## src/core/fcs_pkg.sv

```systemverilog
// flash command sequencer package: command codes, unlock addresses, timing
// assumes a 100 MHz host bus clock and a byte-wide host data bus
package fcs_pkg;

  // ----------------------------------------------------------------
  // bus and select widths
  // ----------------------------------------------------------------
  localparam int unsigned FCS_ADDR_W    = 16;
  localparam int unsigned FCS_LOW_W     = 12;
  localparam int unsigned FCS_PAGE_W    = 8;
  localparam int unsigned FCS_MAIN_SECT = 8;
  localparam int unsigned FCS_BOOT_SECT = 4;
  localparam int unsigned FCS_PTERMS    = 3;

  // ----------------------------------------------------------------
  // unlock cycles and command bytes
  // ----------------------------------------------------------------
  localparam logic [11:0] FCS_UNLOCK1_ADDR = 12'h555;
  localparam logic [11:0] FCS_UNLOCK2_ADDR = 12'haaa;
  localparam logic [7:0]  FCS_UNLOCK1_DATA = 8'haa;
  localparam logic [7:0]  FCS_UNLOCK2_DATA = 8'h55;
  localparam logic [7:0]  FCS_CMD_PROGRAM  = 8'ha0;
  localparam logic [7:0]  FCS_CMD_BYPASS   = 8'h20;
  localparam logic [7:0]  FCS_CMD_BYP_EXIT = 8'h90;
  localparam logic [7:0]  FCS_CMD_BYP_EX2  = 8'h00;
  localparam logic [7:0]  FCS_CMD_ERASE    = 8'h80;
  localparam logic [7:0]  FCS_CMD_CHIP     = 8'h10;
  localparam logic [7:0]  FCS_CMD_SECTOR   = 8'h30;
  localparam logic [7:0]  FCS_CMD_SUSPEND  = 8'hb0;
  localparam logic [7:0]  FCS_CMD_RESUME   = 8'h30;
  localparam logic [7:0]  FCS_CMD_RESET    = 8'hf0;

  // ----------------------------------------------------------------
  // operation codes handed to the embedded algorithm
  // ----------------------------------------------------------------
  localparam logic [2:0] FCS_OP_NONE    = 3'h0;
  localparam logic [2:0] FCS_OP_PROGRAM = 3'h1;
  localparam logic [2:0] FCS_OP_CHIP    = 3'h2;
  localparam logic [2:0] FCS_OP_SECTOR  = 3'h3;
  localparam logic [2:0] FCS_OP_SUSPEND = 3'h4;
  localparam logic [2:0] FCS_OP_RESUME  = 3'h5;

  // ----------------------------------------------------------------
  // timing
  // ----------------------------------------------------------------
  localparam int unsigned FCS_CLK_MHZ      = 100;
  localparam int unsigned FCS_TIMEOUT_US   = 80;
  // longest gap rounds down
  localparam int unsigned FCS_TIMEOUT_CYC  = FCS_TIMEOUT_US * FCS_CLK_MHZ;
  localparam int unsigned FCS_TMR_W        = 14;

endpackage

```

## src/core/fcs_array_ctl.sv

```systemverilog
// one flash array's instruction sequencer
// assumes host write/read strobes are one-cycle pulses on i_clock
`timescale 1ns/1ps
module fcs_array_ctl #(
  parameter int unsigned TIMEOUT_CYC = fcs_pkg::FCS_TIMEOUT_CYC
) (
  // clock and reset
  input  wire logic                  i_clock,
  input  wire logic                  i_rst,
  // host bus and this array's select, which gates the strobes here
  input  wire logic                  i_sel,
  input  wire logic                  i_wr,
  input  wire logic                  i_rd,
  input  wire logic [11:0]           i_addr_low,
  input  wire logic [7:0]            i_data,
  // embedded algorithm
  input  wire logic                  i_done,
  output logic                       o_start,
  output logic [2:0]                 o_op,
  output logic                       o_busy,
  output logic                       o_read_array,
  output logic                       o_seq_read
);
  import fcs_pkg::*;

  typedef enum logic [3:0] {
    FCS_S_IDLE, FCS_S_UNL1, FCS_S_UNL2, FCS_S_PROG, FCS_S_ERA1, FCS_S_ERA2,
    FCS_S_ERA3, FCS_S_BUSY, FCS_S_BYPX
  } fcs_state_e;

  fcs_state_e              state_ff, nxt_state;
  logic                    bypass_ff, nxt_bypass;
  logic                    susp_ff, nxt_susp;
  logic                    start_ff, nxt_start;
  logic [2:0]              op_ff, nxt_op;
  logic [FCS_TMR_W-1:0]    tmr_ff;
  logic                    seq_rd_ff;
  logic                    busy_ff;

  // ----------------------------------------------------------------
  // decode
  // ----------------------------------------------------------------
  // low bits only
  wire is_u1   = (i_addr_low == FCS_UNLOCK1_ADDR) && (i_data == FCS_UNLOCK1_DATA);
  wire is_u2   = (i_addr_low == FCS_UNLOCK2_ADDR) && (i_data == FCS_UNLOCK2_DATA);
  wire wr_ev   = i_sel && i_wr;
  wire in_seq  = (state_ff != FCS_S_IDLE) && (state_ff != FCS_S_BUSY);
  wire tmo     = in_seq && (tmr_ff == FCS_TMR_W'(TIMEOUT_CYC - 1));

  always_comb begin
    nxt_state  = state_ff;
    nxt_bypass = bypass_ff;
    nxt_susp   = susp_ff;
    nxt_start  = 1'b0;
    nxt_op     = op_ff;
    unique case (state_ff)
      FCS_S_IDLE: begin
        if (wr_ev) begin
          if (is_u1) begin
            nxt_state = FCS_S_UNL1;
          end else if (bypass_ff && i_data == FCS_CMD_PROGRAM) begin
            nxt_state = FCS_S_PROG;
          end else if (bypass_ff && i_data == FCS_CMD_BYP_EXIT) begin
            nxt_state = FCS_S_BYPX;
          end else if (susp_ff && i_data == FCS_CMD_RESUME) begin
            nxt_susp  = 1'b0;
            nxt_op    = FCS_OP_RESUME;
            nxt_start = 1'b1;
            nxt_state = FCS_S_BUSY;
          end
        end
      end
      FCS_S_UNL1: begin
        if (wr_ev) begin
          nxt_state = is_u2 ? FCS_S_UNL2 : FCS_S_IDLE;
        end
      end
      FCS_S_UNL2: begin
        if (wr_ev) begin
          nxt_state = FCS_S_IDLE;
          if (i_addr_low == FCS_UNLOCK1_ADDR) begin
            if (i_data == FCS_CMD_PROGRAM) begin
              nxt_state = FCS_S_PROG;
            end else if (i_data == FCS_CMD_BYPASS) begin
              nxt_bypass = 1'b1;
            end else if (i_data == FCS_CMD_ERASE && !susp_ff) begin
              nxt_state = FCS_S_ERA1;
            end else if (i_data == FCS_CMD_RESET) begin
              nxt_bypass = 1'b0;
            end
          end
        end
      end
      FCS_S_PROG: begin
        if (wr_ev) begin
          nxt_op    = FCS_OP_PROGRAM;
          nxt_start = 1'b1;
          nxt_state = FCS_S_BUSY;
        end
      end
      FCS_S_ERA1: begin
        if (wr_ev) begin
          nxt_state = is_u1 ? FCS_S_ERA2 : FCS_S_IDLE;
        end
      end
      FCS_S_ERA2: begin
        nxt_state = (wr_ev && is_u2) ? FCS_S_ERA3 : (wr_ev ? FCS_S_IDLE : state_ff);
        if (wr_ev && is_u2) begin
          nxt_op = FCS_OP_NONE;
        end
      end
      FCS_S_ERA3: begin
        if (wr_ev) begin
          nxt_state = FCS_S_IDLE;
          if (i_data == FCS_CMD_CHIP) begin
            nxt_op    = FCS_OP_CHIP;
            nxt_start = 1'b1;
            nxt_state = FCS_S_BUSY;
          end else if (i_data == FCS_CMD_SECTOR) begin
            nxt_op    = FCS_OP_SECTOR;
            nxt_start = 1'b1;
            nxt_state = FCS_S_BUSY;
          end
        end
      end
      // bypass exit byte
      // own state, so a stray 10h or 30h after 90h cannot start an erase
      FCS_S_BYPX: begin
        if (wr_ev) begin
          nxt_state = FCS_S_IDLE;
          if (i_data == FCS_CMD_BYP_EX2) begin
            nxt_bypass = 1'b0;
          end
        end
      end
      FCS_S_BUSY: begin
        if (wr_ev && op_ff == FCS_OP_SECTOR && i_data == FCS_CMD_SUSPEND) begin
          nxt_susp  = 1'b1;
          nxt_op    = FCS_OP_SUSPEND;
          nxt_start = 1'b1;
          nxt_state = FCS_S_IDLE;
        end else if (i_done) begin
          nxt_state = FCS_S_IDLE;
          nxt_op    = FCS_OP_NONE;
        end
      end
    endcase
    // abandon on time-out or reset byte
    // a program data byte may legally be f0h, so it never aborts
    if (tmo || (in_seq && state_ff != FCS_S_PROG && wr_ev && i_data == FCS_CMD_RESET)) begin
      nxt_state = FCS_S_IDLE;
      nxt_start = 1'b0;
    end
  end

  always_ff @(posedge i_clock or posedge i_rst) begin
    if (i_rst) begin
      state_ff  <= FCS_S_IDLE;
      bypass_ff <= 1'b0;
      susp_ff   <= 1'b0;
      start_ff  <= 1'b0;
      op_ff     <= FCS_OP_NONE;
      busy_ff   <= 1'b0;
    end else begin
      state_ff  <= nxt_state;
      bypass_ff <= nxt_bypass;
      susp_ff   <= nxt_susp;
      start_ff  <= nxt_start;
      op_ff     <= nxt_op;
      busy_ff   <= (nxt_state == FCS_S_BUSY);
    end
  end

  // gap counter restarts on each accepted byte
  always_ff @(posedge i_clock or posedge i_rst) begin
    if (i_rst) begin
      tmr_ff <= '0;
    end else if (!in_seq || wr_ev || (i_sel && i_rd)) begin
      tmr_ff <= '0;
    end else begin
      tmr_ff <= tmr_ff + FCS_TMR_W'(1);
    end
  end

  // reads while busy or mid-sequence are status reads
  always_ff @(posedge i_clock or posedge i_rst) begin
    if (i_rst) begin
      seq_rd_ff <= 1'b0;
    end else begin
      seq_rd_ff <= i_sel && i_rd && (state_ff != FCS_S_IDLE);
    end
  end

  assign o_start      = start_ff;
  assign o_op         = op_ff;
  assign o_busy       = busy_ff;
  assign o_read_array = (state_ff == FCS_S_IDLE);
  assign o_seq_read   = seq_rd_ff;

  AST_TMO_IDLE: assert property (@(posedge i_clock) disable iff (i_rst)
    tmo |=> state_ff == FCS_S_IDLE) else $error("timeout not abandoned");
  AST_START_BUSY: assert property (@(posedge i_clock) disable iff (i_rst)
    start_ff && op_ff != FCS_OP_SUSPEND |-> state_ff == FCS_S_BUSY)
    else $error("start without busy");
  AST_UNL1: assert property (@(posedge i_clock) disable iff (i_rst)
    state_ff == FCS_S_IDLE && wr_ev && is_u1 |=> state_ff == FCS_S_UNL1)
    else $error("unlock one missed");
  AST_UNL2_BAD: assert property (@(posedge i_clock) disable iff (i_rst)
    state_ff == FCS_S_UNL1 && wr_ev && !is_u2 |=> state_ff == FCS_S_IDLE)
    else $error("bad unlock two kept");
  AST_DONE_IDLE: assert property (@(posedge i_clock) disable iff (i_rst)
    state_ff == FCS_S_BUSY && i_done && !wr_ev |=> state_ff == FCS_S_IDLE)
    else $error("done not back to read");
  AST_NO_SEL: assert property (@(posedge i_clock) disable iff (i_rst)
    !i_sel && !tmo && state_ff != FCS_S_BUSY |=> $stable(state_ff))
    else $error("unselected array moved");
  COV_PROG: cover property (@(posedge i_clock) start_ff && op_ff == FCS_OP_PROGRAM);
  COV_SECT: cover property (@(posedge i_clock) start_ff && op_ff == FCS_OP_SECTOR);
  COV_TMO:  cover property (@(posedge i_clock) tmo);

endmodule // fcs_array_ctl

```

## src/core/fcs_top.sv

```systemverilog
// flash command sequencer top: address decode and two array sequencers
// assumes host bus strobes come from logic on i_clock (no synchronisers)
`timescale 1ns/1ps
module fcs_top #(
  parameter int unsigned TIMEOUT_CYC = fcs_pkg::FCS_TIMEOUT_CYC
) (
  // clock and reset
  input  wire logic                           i_clock,
  input  wire logic                           i_rst,
  // host bus
  input  wire logic                           i_wr,
  input  wire logic                           i_rd,
  input  wire logic [fcs_pkg::FCS_ADDR_W-1:0] i_addr,
  input  wire logic [fcs_pkg::FCS_PAGE_W-1:0] i_page,
  input  wire logic [7:0]                     i_data,
  // embedded algorithm done, per array
  input  wire logic                           i_main_done,
  input  wire logic                           i_boot_done,
  // status
  output logic [fcs_pkg::FCS_MAIN_SECT-1:0]   o_main_array_sector_selects,
  output logic [fcs_pkg::FCS_BOOT_SECT-1:0]   o_boot_array_sector_selects,
  output logic                                o_main_start,
  output logic [2:0]                          o_main_op,
  output logic                                o_main_busy,
  output logic                                o_boot_start,
  output logic [2:0]                          o_boot_op,
  output logic                                o_boot_busy
);
  import fcs_pkg::*;

  // ----------------------------------------------------------------
  // address decode logic
  // ----------------------------------------------------------------
  // main selects, three terms, first used, other two spare
  logic [FCS_MAIN_SECT-1:0] main_sel;
  logic [FCS_BOOT_SECT-1:0] boot_sel;
  logic [FCS_MAIN_SECT-1:0] main_sel_ff;
  logic [FCS_BOOT_SECT-1:0] boot_sel_ff;
  wire  [3:0]               a_top = i_addr[15:12];
  genvar g;
  generate
    for (g = 0; g < FCS_MAIN_SECT; g++) begin : g_main
      wire t0 = (g < 2) ? (a_top[3:2] == 2'(g)) :
                ((i_page == FCS_PAGE_W'((g - 2) / 2)) && (a_top[3:2] == 2'(2 + g % 2)));
      wire t1 = 1'b0;
      wire t2 = 1'b0;
      assign main_sel[g] = t0 | t1 | t2;
    end
    for (g = 0; g < FCS_BOOT_SECT; g++) begin : g_boot
      wire t0 = (a_top[3:1] == 3'(4 + g));
      assign boot_sel[g] = t0 | 1'b0 | 1'b0;
    end
  endgenerate

  // boot array shadows main when both hit; one array per access
  wire boot_hit = |boot_sel;
  wire main_hit = (|main_sel) && !boot_hit;

  always_ff @(posedge i_clock or posedge i_rst) begin
    if (i_rst) begin
      main_sel_ff <= '0;
      boot_sel_ff <= '0;
    end else begin
      main_sel_ff <= boot_hit ? '0 : main_sel;
      boot_sel_ff <= boot_sel;
    end
  end

  // ----------------------------------------------------------------
  // per-array sequencers
  // ----------------------------------------------------------------
  // each array sees only its own select
  fcs_array_ctl #(.TIMEOUT_CYC(TIMEOUT_CYC)) u_main (
    .i_clock      (i_clock),
    .i_rst        (i_rst),
    .i_sel        (main_hit),
    .i_wr         (i_wr),
    .i_rd         (i_rd),
    .i_addr_low   (i_addr[FCS_LOW_W-1:0]),
    .i_data       (i_data),
    .i_done       (i_main_done),
    .o_start      (o_main_start),
    .o_op         (o_main_op),
    .o_busy       (o_main_busy),
    .o_read_array (),
    .o_seq_read   ()
  );

  fcs_array_ctl #(.TIMEOUT_CYC(TIMEOUT_CYC)) u_boot (
    .i_clock      (i_clock),
    .i_rst        (i_rst),
    .i_sel        (boot_hit),
    .i_wr         (i_wr),
    .i_rd         (i_rd),
    .i_addr_low   (i_addr[FCS_LOW_W-1:0]),
    .i_data       (i_data),
    .i_done       (i_boot_done),
    .o_start      (o_boot_start),
    .o_op         (o_boot_op),
    .o_busy       (o_boot_busy),
    .o_read_array (),
    .o_seq_read   ()
  );

  assign o_main_array_sector_selects = main_sel_ff;
  assign o_boot_array_sector_selects = boot_sel_ff;

  AST_ONE_ARRAY: assert property (@(posedge i_clock) disable iff (i_rst)
    !(|main_sel_ff && |boot_sel_ff)) else $error("both arrays selected");
  AST_SEL_REG: assert property (@(posedge i_clock) disable iff (i_rst)
    boot_hit |=> |boot_sel_ff) else $error("boot select lost");
  COV_BOTH: cover property (@(posedge i_clock) o_main_busy && o_boot_busy);

endmodule // fcs_top

```

## config.mk

```make
export PLATFORM = sky130hd
export DESIGN_NAME = fcs_top
export DESIGN_NICKNAME = d
export VERILOG_FILES = /design/src/core/fcs_pkg.sv /design/src/core/fcs_array_ctl.sv /design/src/core/fcs_top.sv
export SDC_FILE = /design/constraint.sdc
export NUM_CORES = 1
export LEC_CHECK = 0
export ABC_AREA = 1
export BUFFER_PORTS_ARGS = -buffer_cell sky130_fd_sc_hd__buf_2
export CAP_MARGIN = 20
export CORE_UTILIZATION = 50
export CTS_CLUSTER_SIZE = 28
export DETAILED_ROUTE_END_ITERATION = 7
export PLACE_DENSITY = 0.72
export SLEW_MARGIN = 10
export SYNTH_ARGS = -nofsm -noshare
export SYNTH_HDL_FRONTEND = slang
export SYNTH_SLANG_ARGS = --single-unit
```

## constraint.sdc

```tcl
create_clock -name i_clock -period 4.3 [get_ports i_clock]
set_input_delay 1.29 -clock i_clock [delete_from_list [all_inputs] [get_ports i_clock]]
set_output_delay 1.29 -clock i_clock [all_outputs]
set_load 0.005 [all_outputs]
```

==> flow_summary.yaml, run 1 <==
job:
  cap_violations: 0
logic_synthesis:
  ys_seq_area_frac: 0.409
  synth_adder_area_share: 0.00660
  synthTopCellsByCount: "nand2_1 (166), nor2_1 (71), dfrtp_1 (62)"
  synth_edf_count: 0
  ys_warn_count: 0
  async_flop_share: 1.00
  avgSynthCellArea_um2: 6.81
  synth_compound_area_frac: 0.114
  ys_types: 36
  synthTopCellsByArea: "dfrtp_1 (41%), nand2_1 (16%), nor2_1 (7.0%)"
  synth_simple_gate_area_frac: 0.393
  synth.mux.area_fraction: 0
  synth-xor-area-share: 0
  synth_top_cell_area_share: 0.409
  synthCells: 557
  synth_top_family_by_area: "simple AND/OR/NAND/NOR gates"
  synth.most_common_cell: "nand2_1"
  yosysTopAreaCell: "dfrtp_1"
  syn_area_mm2: 0.00379
  ys_seq_elements: 62
  synth-main-ff-cell: "dfrtp_1"
sta:
  final_max_slew_viol_count: 0
  hold_viol: 0
  worst_pin_slew_ns: 0.902
  fin_setup_tns_ns: 0
  fmax_ghz: 0.379
  skew_ns: 0.0121
  min_period_ns: 2.64
  max-slew-margin-rel: 0.398
  setup_viol: 0
  finalCritPeriodShare: 0.613
  rsz0062_at_grt: "no"
  holdWs_ns: 0.479
layout:
  final_util: 0.608
  regArea_mm2: 0.00155
  multi_input_area_mm2: 0.00197
  fillCellCount: 701
  diodes: 0
  stdcell_area_mm2: 0.00444
  fin_nets: 660
  drive_gt1_frac: 0.174
  syn_to_final_growth_pct: 17.0
routing:
  drc_errors: 0
  ant_nets: 0
  wl_um: 9560
  drt_iter0_markers: 205
  post_drt_wl_per_cell_um: 13.2
  vias: 3836
  viasPerCell: 5.30
  dr.pass1.iters: 5
clock_network:
  numCtsBuffers: 9
  cts_setup_buffers: 0
  htreeDepth: 3
  hold_buffers: 0
  worstSkewPairLatency_ns: 0.35
  clock_sinks: 62
  cts_tree: "done"
  clk_pin_slew_ns: 0.08
  cts-root-buf: "clkbuf_8"
  cts.repair.resized: 0
  clk_path_buf_depth: 2
placement:
  place_area_mm2: 0.00417
  gp_congestion: 0.942
  place_hpwl_um: 7150
  port_buffers: 50
worst_setup_path:
  end_kind: "register"
  worst-path-max-fanout: 5
  worst_setup_path_start_kind: "primary input"
  rrSetupSlack_ns: 2.38
  critPathKind: "in2reg"
  cp_data_arrival_time_ns: 2.87
  worstPathRequired_ns: 4.53
die:
  ios: 60
  die_x_um: 89.1
  core_area_mm2: 0.00729
  die_h_um: 89.1
  start_util: 0.520
  dieArea_mm2: 0.00794
  num_rows: 31
grt:
  globalRoute.totalOverflow: 0
  grt_max_degree: 45
  antenna_found_initial: 0
  grt_pass1_wl_um: 16200
  grt_use_total: 0.264
  grt_pass1_vias: 3648
power_and_ir_drop:
  clkPwrFrac: 0.292
  pwr-share-seq: 0.317
  peakVddDrop_mv: 0.286
  power_switching_uw: 951
  p_leak_nw: 2.27
  swShare: 0.397
  intPower_mw: 1.45
  cellPowerDensity_mw_per_mm2: 540
  comb_power_share: 0.391
  power_mw: 2.40
worst_hold_path:
  hold_class: "reg2reg"
outcome:
  status: "complete, no violations"
## state kept, by name, indices dropped and copies added (netlist names), 3 cells and up
name and cells:
o_boot_array_sector_selects 4, u_boot.tmr_ff 14, u_boot.state_ff 4, u_main.o_op 3
u_main.tmr_ff 14, o_main_array_sector_selects 8, u_main.state_ff 4, u_boot.o_op 3
## logic make-up (layout without fill, tap and decap cells)
kind of cell,Yosys count,after routing
AND/OR/NAND/NOR,344,344
adder cells (fa/ha/maj),2,2
flip-flops,62,62
buffers and inverters,73,136
AO/OA/AOI/OAI,75,75
other,1,6
## power groups by stage
stage | Sequential [mW] | Combinational [mW] | Clock (mW)
detailed placement | 0.770 | 0.925 | 0
CTS | 0.759 | 0.934 | 0.706
global route | 0.774 | 1.07 | 0.732
global placement | 0.765 | 0.904 | 0
finish | 0.761 | 0.937 | 0.699
floorplan | 0.744 | 0.718 | 0
## worst max-delay path, stage by stage
cell	delay (ns)
buf_2	0.10
nor2_1	0.18
nand2_2	0.13
nor2_1	0.28
nand2_1	0.15
nand2_1	0.13
nand2_1	0.06
a21oi_1	0.19
nand3_1	0.19
nand2_1	0.09
o21ai_1	0.06
## final cells by class
cell class | instances | share of cell area
clock buffers | 9 | 0.0279
clock inverters | 7 | 0.0327
inverters | 68 | 0.0575
multi-input cells | 427 | 0.444
flip-flops and latches | 62 | 0.350
well taps | 99 | 0.0279
repair buffers | 52 | 0.0598
## final timing paths
| check | startpoint | to | depth (start not counted) |
|---|---|---|---|
| max in group asynchronous | i_rst | u_boot.state_ff[3]$_DFF_PP0_ | 3 |
| max | i_data[1] | u_boot.o_op[1]$_DFFE_PP0P_ | 11 |
| min in group asynchronous | i_rst | u_main.susp_ff$_DFFE_PP0P_ | 2 |
| max reg2reg | u_main.tmr_ff[0]$_DFF_PP0_ | u_main.tmr_ff[10]$_DFF_PP0_ | 11 |
| min reg2reg | u_boot.tmr_ff[0]$_DFF_PP0_ | u_boot.tmr_ff[0]$_DFF_PP0_ | 1 |
| min | u_boot.tmr_ff[0]$_DFF_PP0_ | u_boot.tmr_ff[0]$_DFF_PP0_ | 1 |
## cell usage in the layout (no fill, tap or decap), types with 3 or more instances in the layout
cell	instances
a21oi_1	33
a31oi_1	4
buf_2	50
bufinv_16	4
clkbuf_8	9
conb_1	6
dfrtp_1	62
inv_1	56
inv_2	11
nand2_1	166
nand2_2	6
nand3_1	45
nand3_2	3
nand4_1	10
nor2_1	71
nor2_2	13
nor3_1	23
o21a_1	3
o21ai_0	18
o21ai_1	8
## metrics by stage
step           setup slack [ns]  std cells
3_3_place_gp               1.40        708
6_report                   1.66        724
2_1_floorplan              1.47        562
4_1_cts                    1.70        724
3_5_place_dp               1.35        708
5_1_grt                    1.52        724
## metal layers
metal | share of wire | global-route usage
met3 | 0.058 | 0.0480
met1 | 0.46 | 0.351
met5 | 0 | 0
met4 | 0.017 | 0.0981
met2 | 0.46 | 0.431
Power figures use the tool's default switching activity.
==> run 2, diff against run 1 <==
--- a/config.mk
+++ b/config.mk
@@ -5,7 +5,7 @@
 export SDC_FILE = /design/constraint.sdc
 export NUM_CORES = 1
 export LEC_CHECK = 0
-export ABC_AREA = 1
+export ABC_AREA = 0
 export BUFFER_PORTS_ARGS = -buffer_cell sky130_fd_sc_hd__buf_2
 export CAP_MARGIN = 20
 export CORE_UTILIZATION = 50
==> constraint.sdc (replaced) <==
create_clock -name i_clock -period 2.65 [get_ports i_clock]
set_input_delay 0.795 -clock i_clock [delete_from_list [all_inputs] [get_ports i_clock]]
set_output_delay 0.795 -clock i_clock [all_outputs]
set_load 0.005 [all_outputs]
==> flow_summary.yaml, run 2 <==
placement:
  place_area_mm2: 0.00459
  dpl.cell_count: 636
  place_ws_ns: -0.267
  port_buffers: 50
  gp_congestion: 1.01
  place_hpwl_um: 7800
clock_network:
  cts_setup_buffers: 0
  cts.repair.resized: 0
  hold_buffers: 0
  clock_sinks: 62
  clk_pin_slew_ns: 0.06
  cts-root-buf: "clkbuf_8"
  worstSkewPairLatency_ns: 0.34
  clk_path_buf_depth: 2
  htreeDepth: 3
  cts_tree: "done"
  numCtsBuffers: 9
power_and_ir_drop:
  intPower_mw: 2.20
  pwr-share-seq: 0.347
  clkPwrFrac: 0.235
  comb_power_share: 0.417
  p_leak_nw: 2.08
  swShare: 0.389
  power_switching_mw: 1.40
  cellPowerDensity_mw_per_mm2: 751
  peakVddDrop_mv: 0.403
worst_setup_path:
  cp_data_arrival_time_ns: 2.75
  end_kind: "register"
  worst_setup_path_start_kind: "primary input"
  worst-path-max-fanout: 5
  worstPathCellList: "buf_2 > or4b_4 > nor4_2 > or4_1 > nand2_1 > a41oi_2 > a221oi_1 > and4_1"
  critPathMaxStageDelay_ns: 0.61
  critPathKind: "in2reg"
  path_delay_family: "simple AND/OR/NAND/NOR gates"
  path_buf_inv: 1
  slowest_stage: "or4b_4"
  worstPathRequired_ns: 2.87
sta:
  fin_setup_tns_ns: 0
  final_max_slew_viol_count: 0
  max-slew-margin-rel: 0.607
  rsz0062_at_grt: "no"
  min_period_ns: 2.53
  finalCritPeriodShare: 0.953
  hold_viol: 0
  fmax_ghz: 0.396
  setup_ws_ns: 0.123
  skew_ns: 0.00977
  setup_viol: 0
  worst_pin_slew_ns: 0.589
die:
  ios: 60
  dieArea_mm2: 0.00812
  num_rows: 31
  die_h_um: 90.1
  core_area_mm2: 0.00737
  die_x_um: 90.1
  start_util: 0.527
grt:
  grt_pass1_vias: 3715
  globalRoute.totalOverflow: 0
  antenna_found_initial: 0
  grt_use_total: 0.274
  grt_max_degree: 37
  grt_pass1_wl_um: 17900
logic_synthesis:
  synthCells: 455
  syn_area_mm2: 0.00388
  synth_top_cell_area_share: 0.399
  synthTopCellsByCount: "dfrtp_1 (62), nor2_1 (58), nand2_1 (38)"
  synth_edf_count: 0
  yosysTopAreaCell: "dfrtp_1"
  ys_seq_area_frac: 0.399
  ys_seq_elements: 62
  synth-main-ff-cell: "dfrtp_1"
  ys_types: 65
  synth.most_common_cell: "dfrtp_1"
  synthTopCellsByArea: "dfrtp_1 (40%), nor2_1 (5.6%), a21oi_1 (4.0%)"
  ys_warn_count: 0
  avgSynthCellArea_um2: 8.54
  async_flop_share: 1.00
layout:
  syn_to_final_growth_pct: 23.6
  drive_gt1_frac: 0.239
  final_common_cell: "dfrtp_1"
  fin_cells: 652
  layout_common_cells: "dfrtp_1 (62), nor2_1 (58), buf_2 (50)"
  diodes: 0
  fin_nets: 588
  stdcell_area_mm2: 0.00480
routing:
  vias: 3893
  post_drt_wl_per_cell_um: 16.3
  ant_nets: 0
  wl_um: 10600
  drc_errors: 0
  drt_iter0_markers: 256
  dr.pass1.iters: 5
  viasPerCell: 5.97
outcome:
  status: "complete, no violations"
job:
  cap_violations: 0
worst_hold_path:
  hold_class: "reg2reg"
==> run 2: cell type report <==
type / count / area [um^2]
Fill cell: 633 / 2570
Timing Repair Buffer: 100 / 638
Tap cell: 99 / 124
Clock buffer: 13 / 159
Multi-Input combinational cell: 365 / 2250
Inverter: 10 / 37.5
Clock inverter: 3 / 42.5
Sequential cell: 62 / 1550
==> run 2: power by group through the flow <==
stage	Clock, mW	Combinational [mW]	Sequential (mW)
floorplan	0	1.05	1.19
global placement	0	1.43	1.26
detailed placement	0	1.46	1.26
CTS	0.865	1.47	1.25
global route	0.896	1.66	1.27
finish	0.849	1.50	1.25
==> run 2: final timing paths <==
path                            slack (ns)                                       end  cells past startpoint                         start
max in group asynchronous             1.53  o_main_array_sector_selects[4]$_DFF_PP0_                      3                         i_rst
worst max-delay path                  0.12                   u_main.o_busy$_DFF_PP0_                      8                     i_data[1]
worst max register to register        0.49                   u_main.o_busy$_DFF_PP0_                      7  u_main.state_ff[3]$_DFF_PP0_
worst min-delay path                  0.49                u_boot.tmr_ff[0]$_DFF_PP0_                      1    u_boot.tmr_ff[0]$_DFF_PP0_
min in group asynchronous             0.52                u_boot.tmr_ff[2]$_DFF_PP0_                      2                         i_rst
worst min register to register        0.49                u_boot.tmr_ff[0]$_DFF_PP0_                      1    u_boot.tmr_ff[0]$_DFF_PP0_
==> run 2: per-layer routing <==
layer | routed length, um | GRT usage | vias to the layer above
li1 | - | - | 1842
met4 | 230 | 0.109 | 0
met3 | 786 | 0.0660 | 24
met5 | 0 | 0 | -
met2 | 5010 | 0.432 | 176
met1 | 4590 | 0.363 | 1851
==> run 2: logic make-up (layout without fill, tap and decap cells) <==
kind of cell             count (synthesis)  after routing  synth area share
AO/OA/AOI/OAI                          106            106             0.169
XOR/XNOR                                22             22            0.0496
adder cells (fa/ha/maj)                  2              2           0.00644
buffers and inverters                   33            126            0.0322
flip-flops                              62             62             0.399
multiplexers                            10             10            0.0283
other                                    1              6          0.000966
AND/OR/NAND/NOR                        219            219             0.313
==> run 2: stage by stage <==
| stage | util | hold WS, ns | total power [mW] |
|---|---|---|---|
| after floorplan | - | 0.455 | 2.24 |
| after global placement | 0.622 | 0.472 | 2.69 |
| after detailed placement | 0.622 | 0.483 | 2.73 |
| after CTS | 0.650 | 0.492 | 3.58 |
| after global routing | 0.651 | 0.526 | 3.83 |
| final | 0.651 | 0.488 | 3.60 |
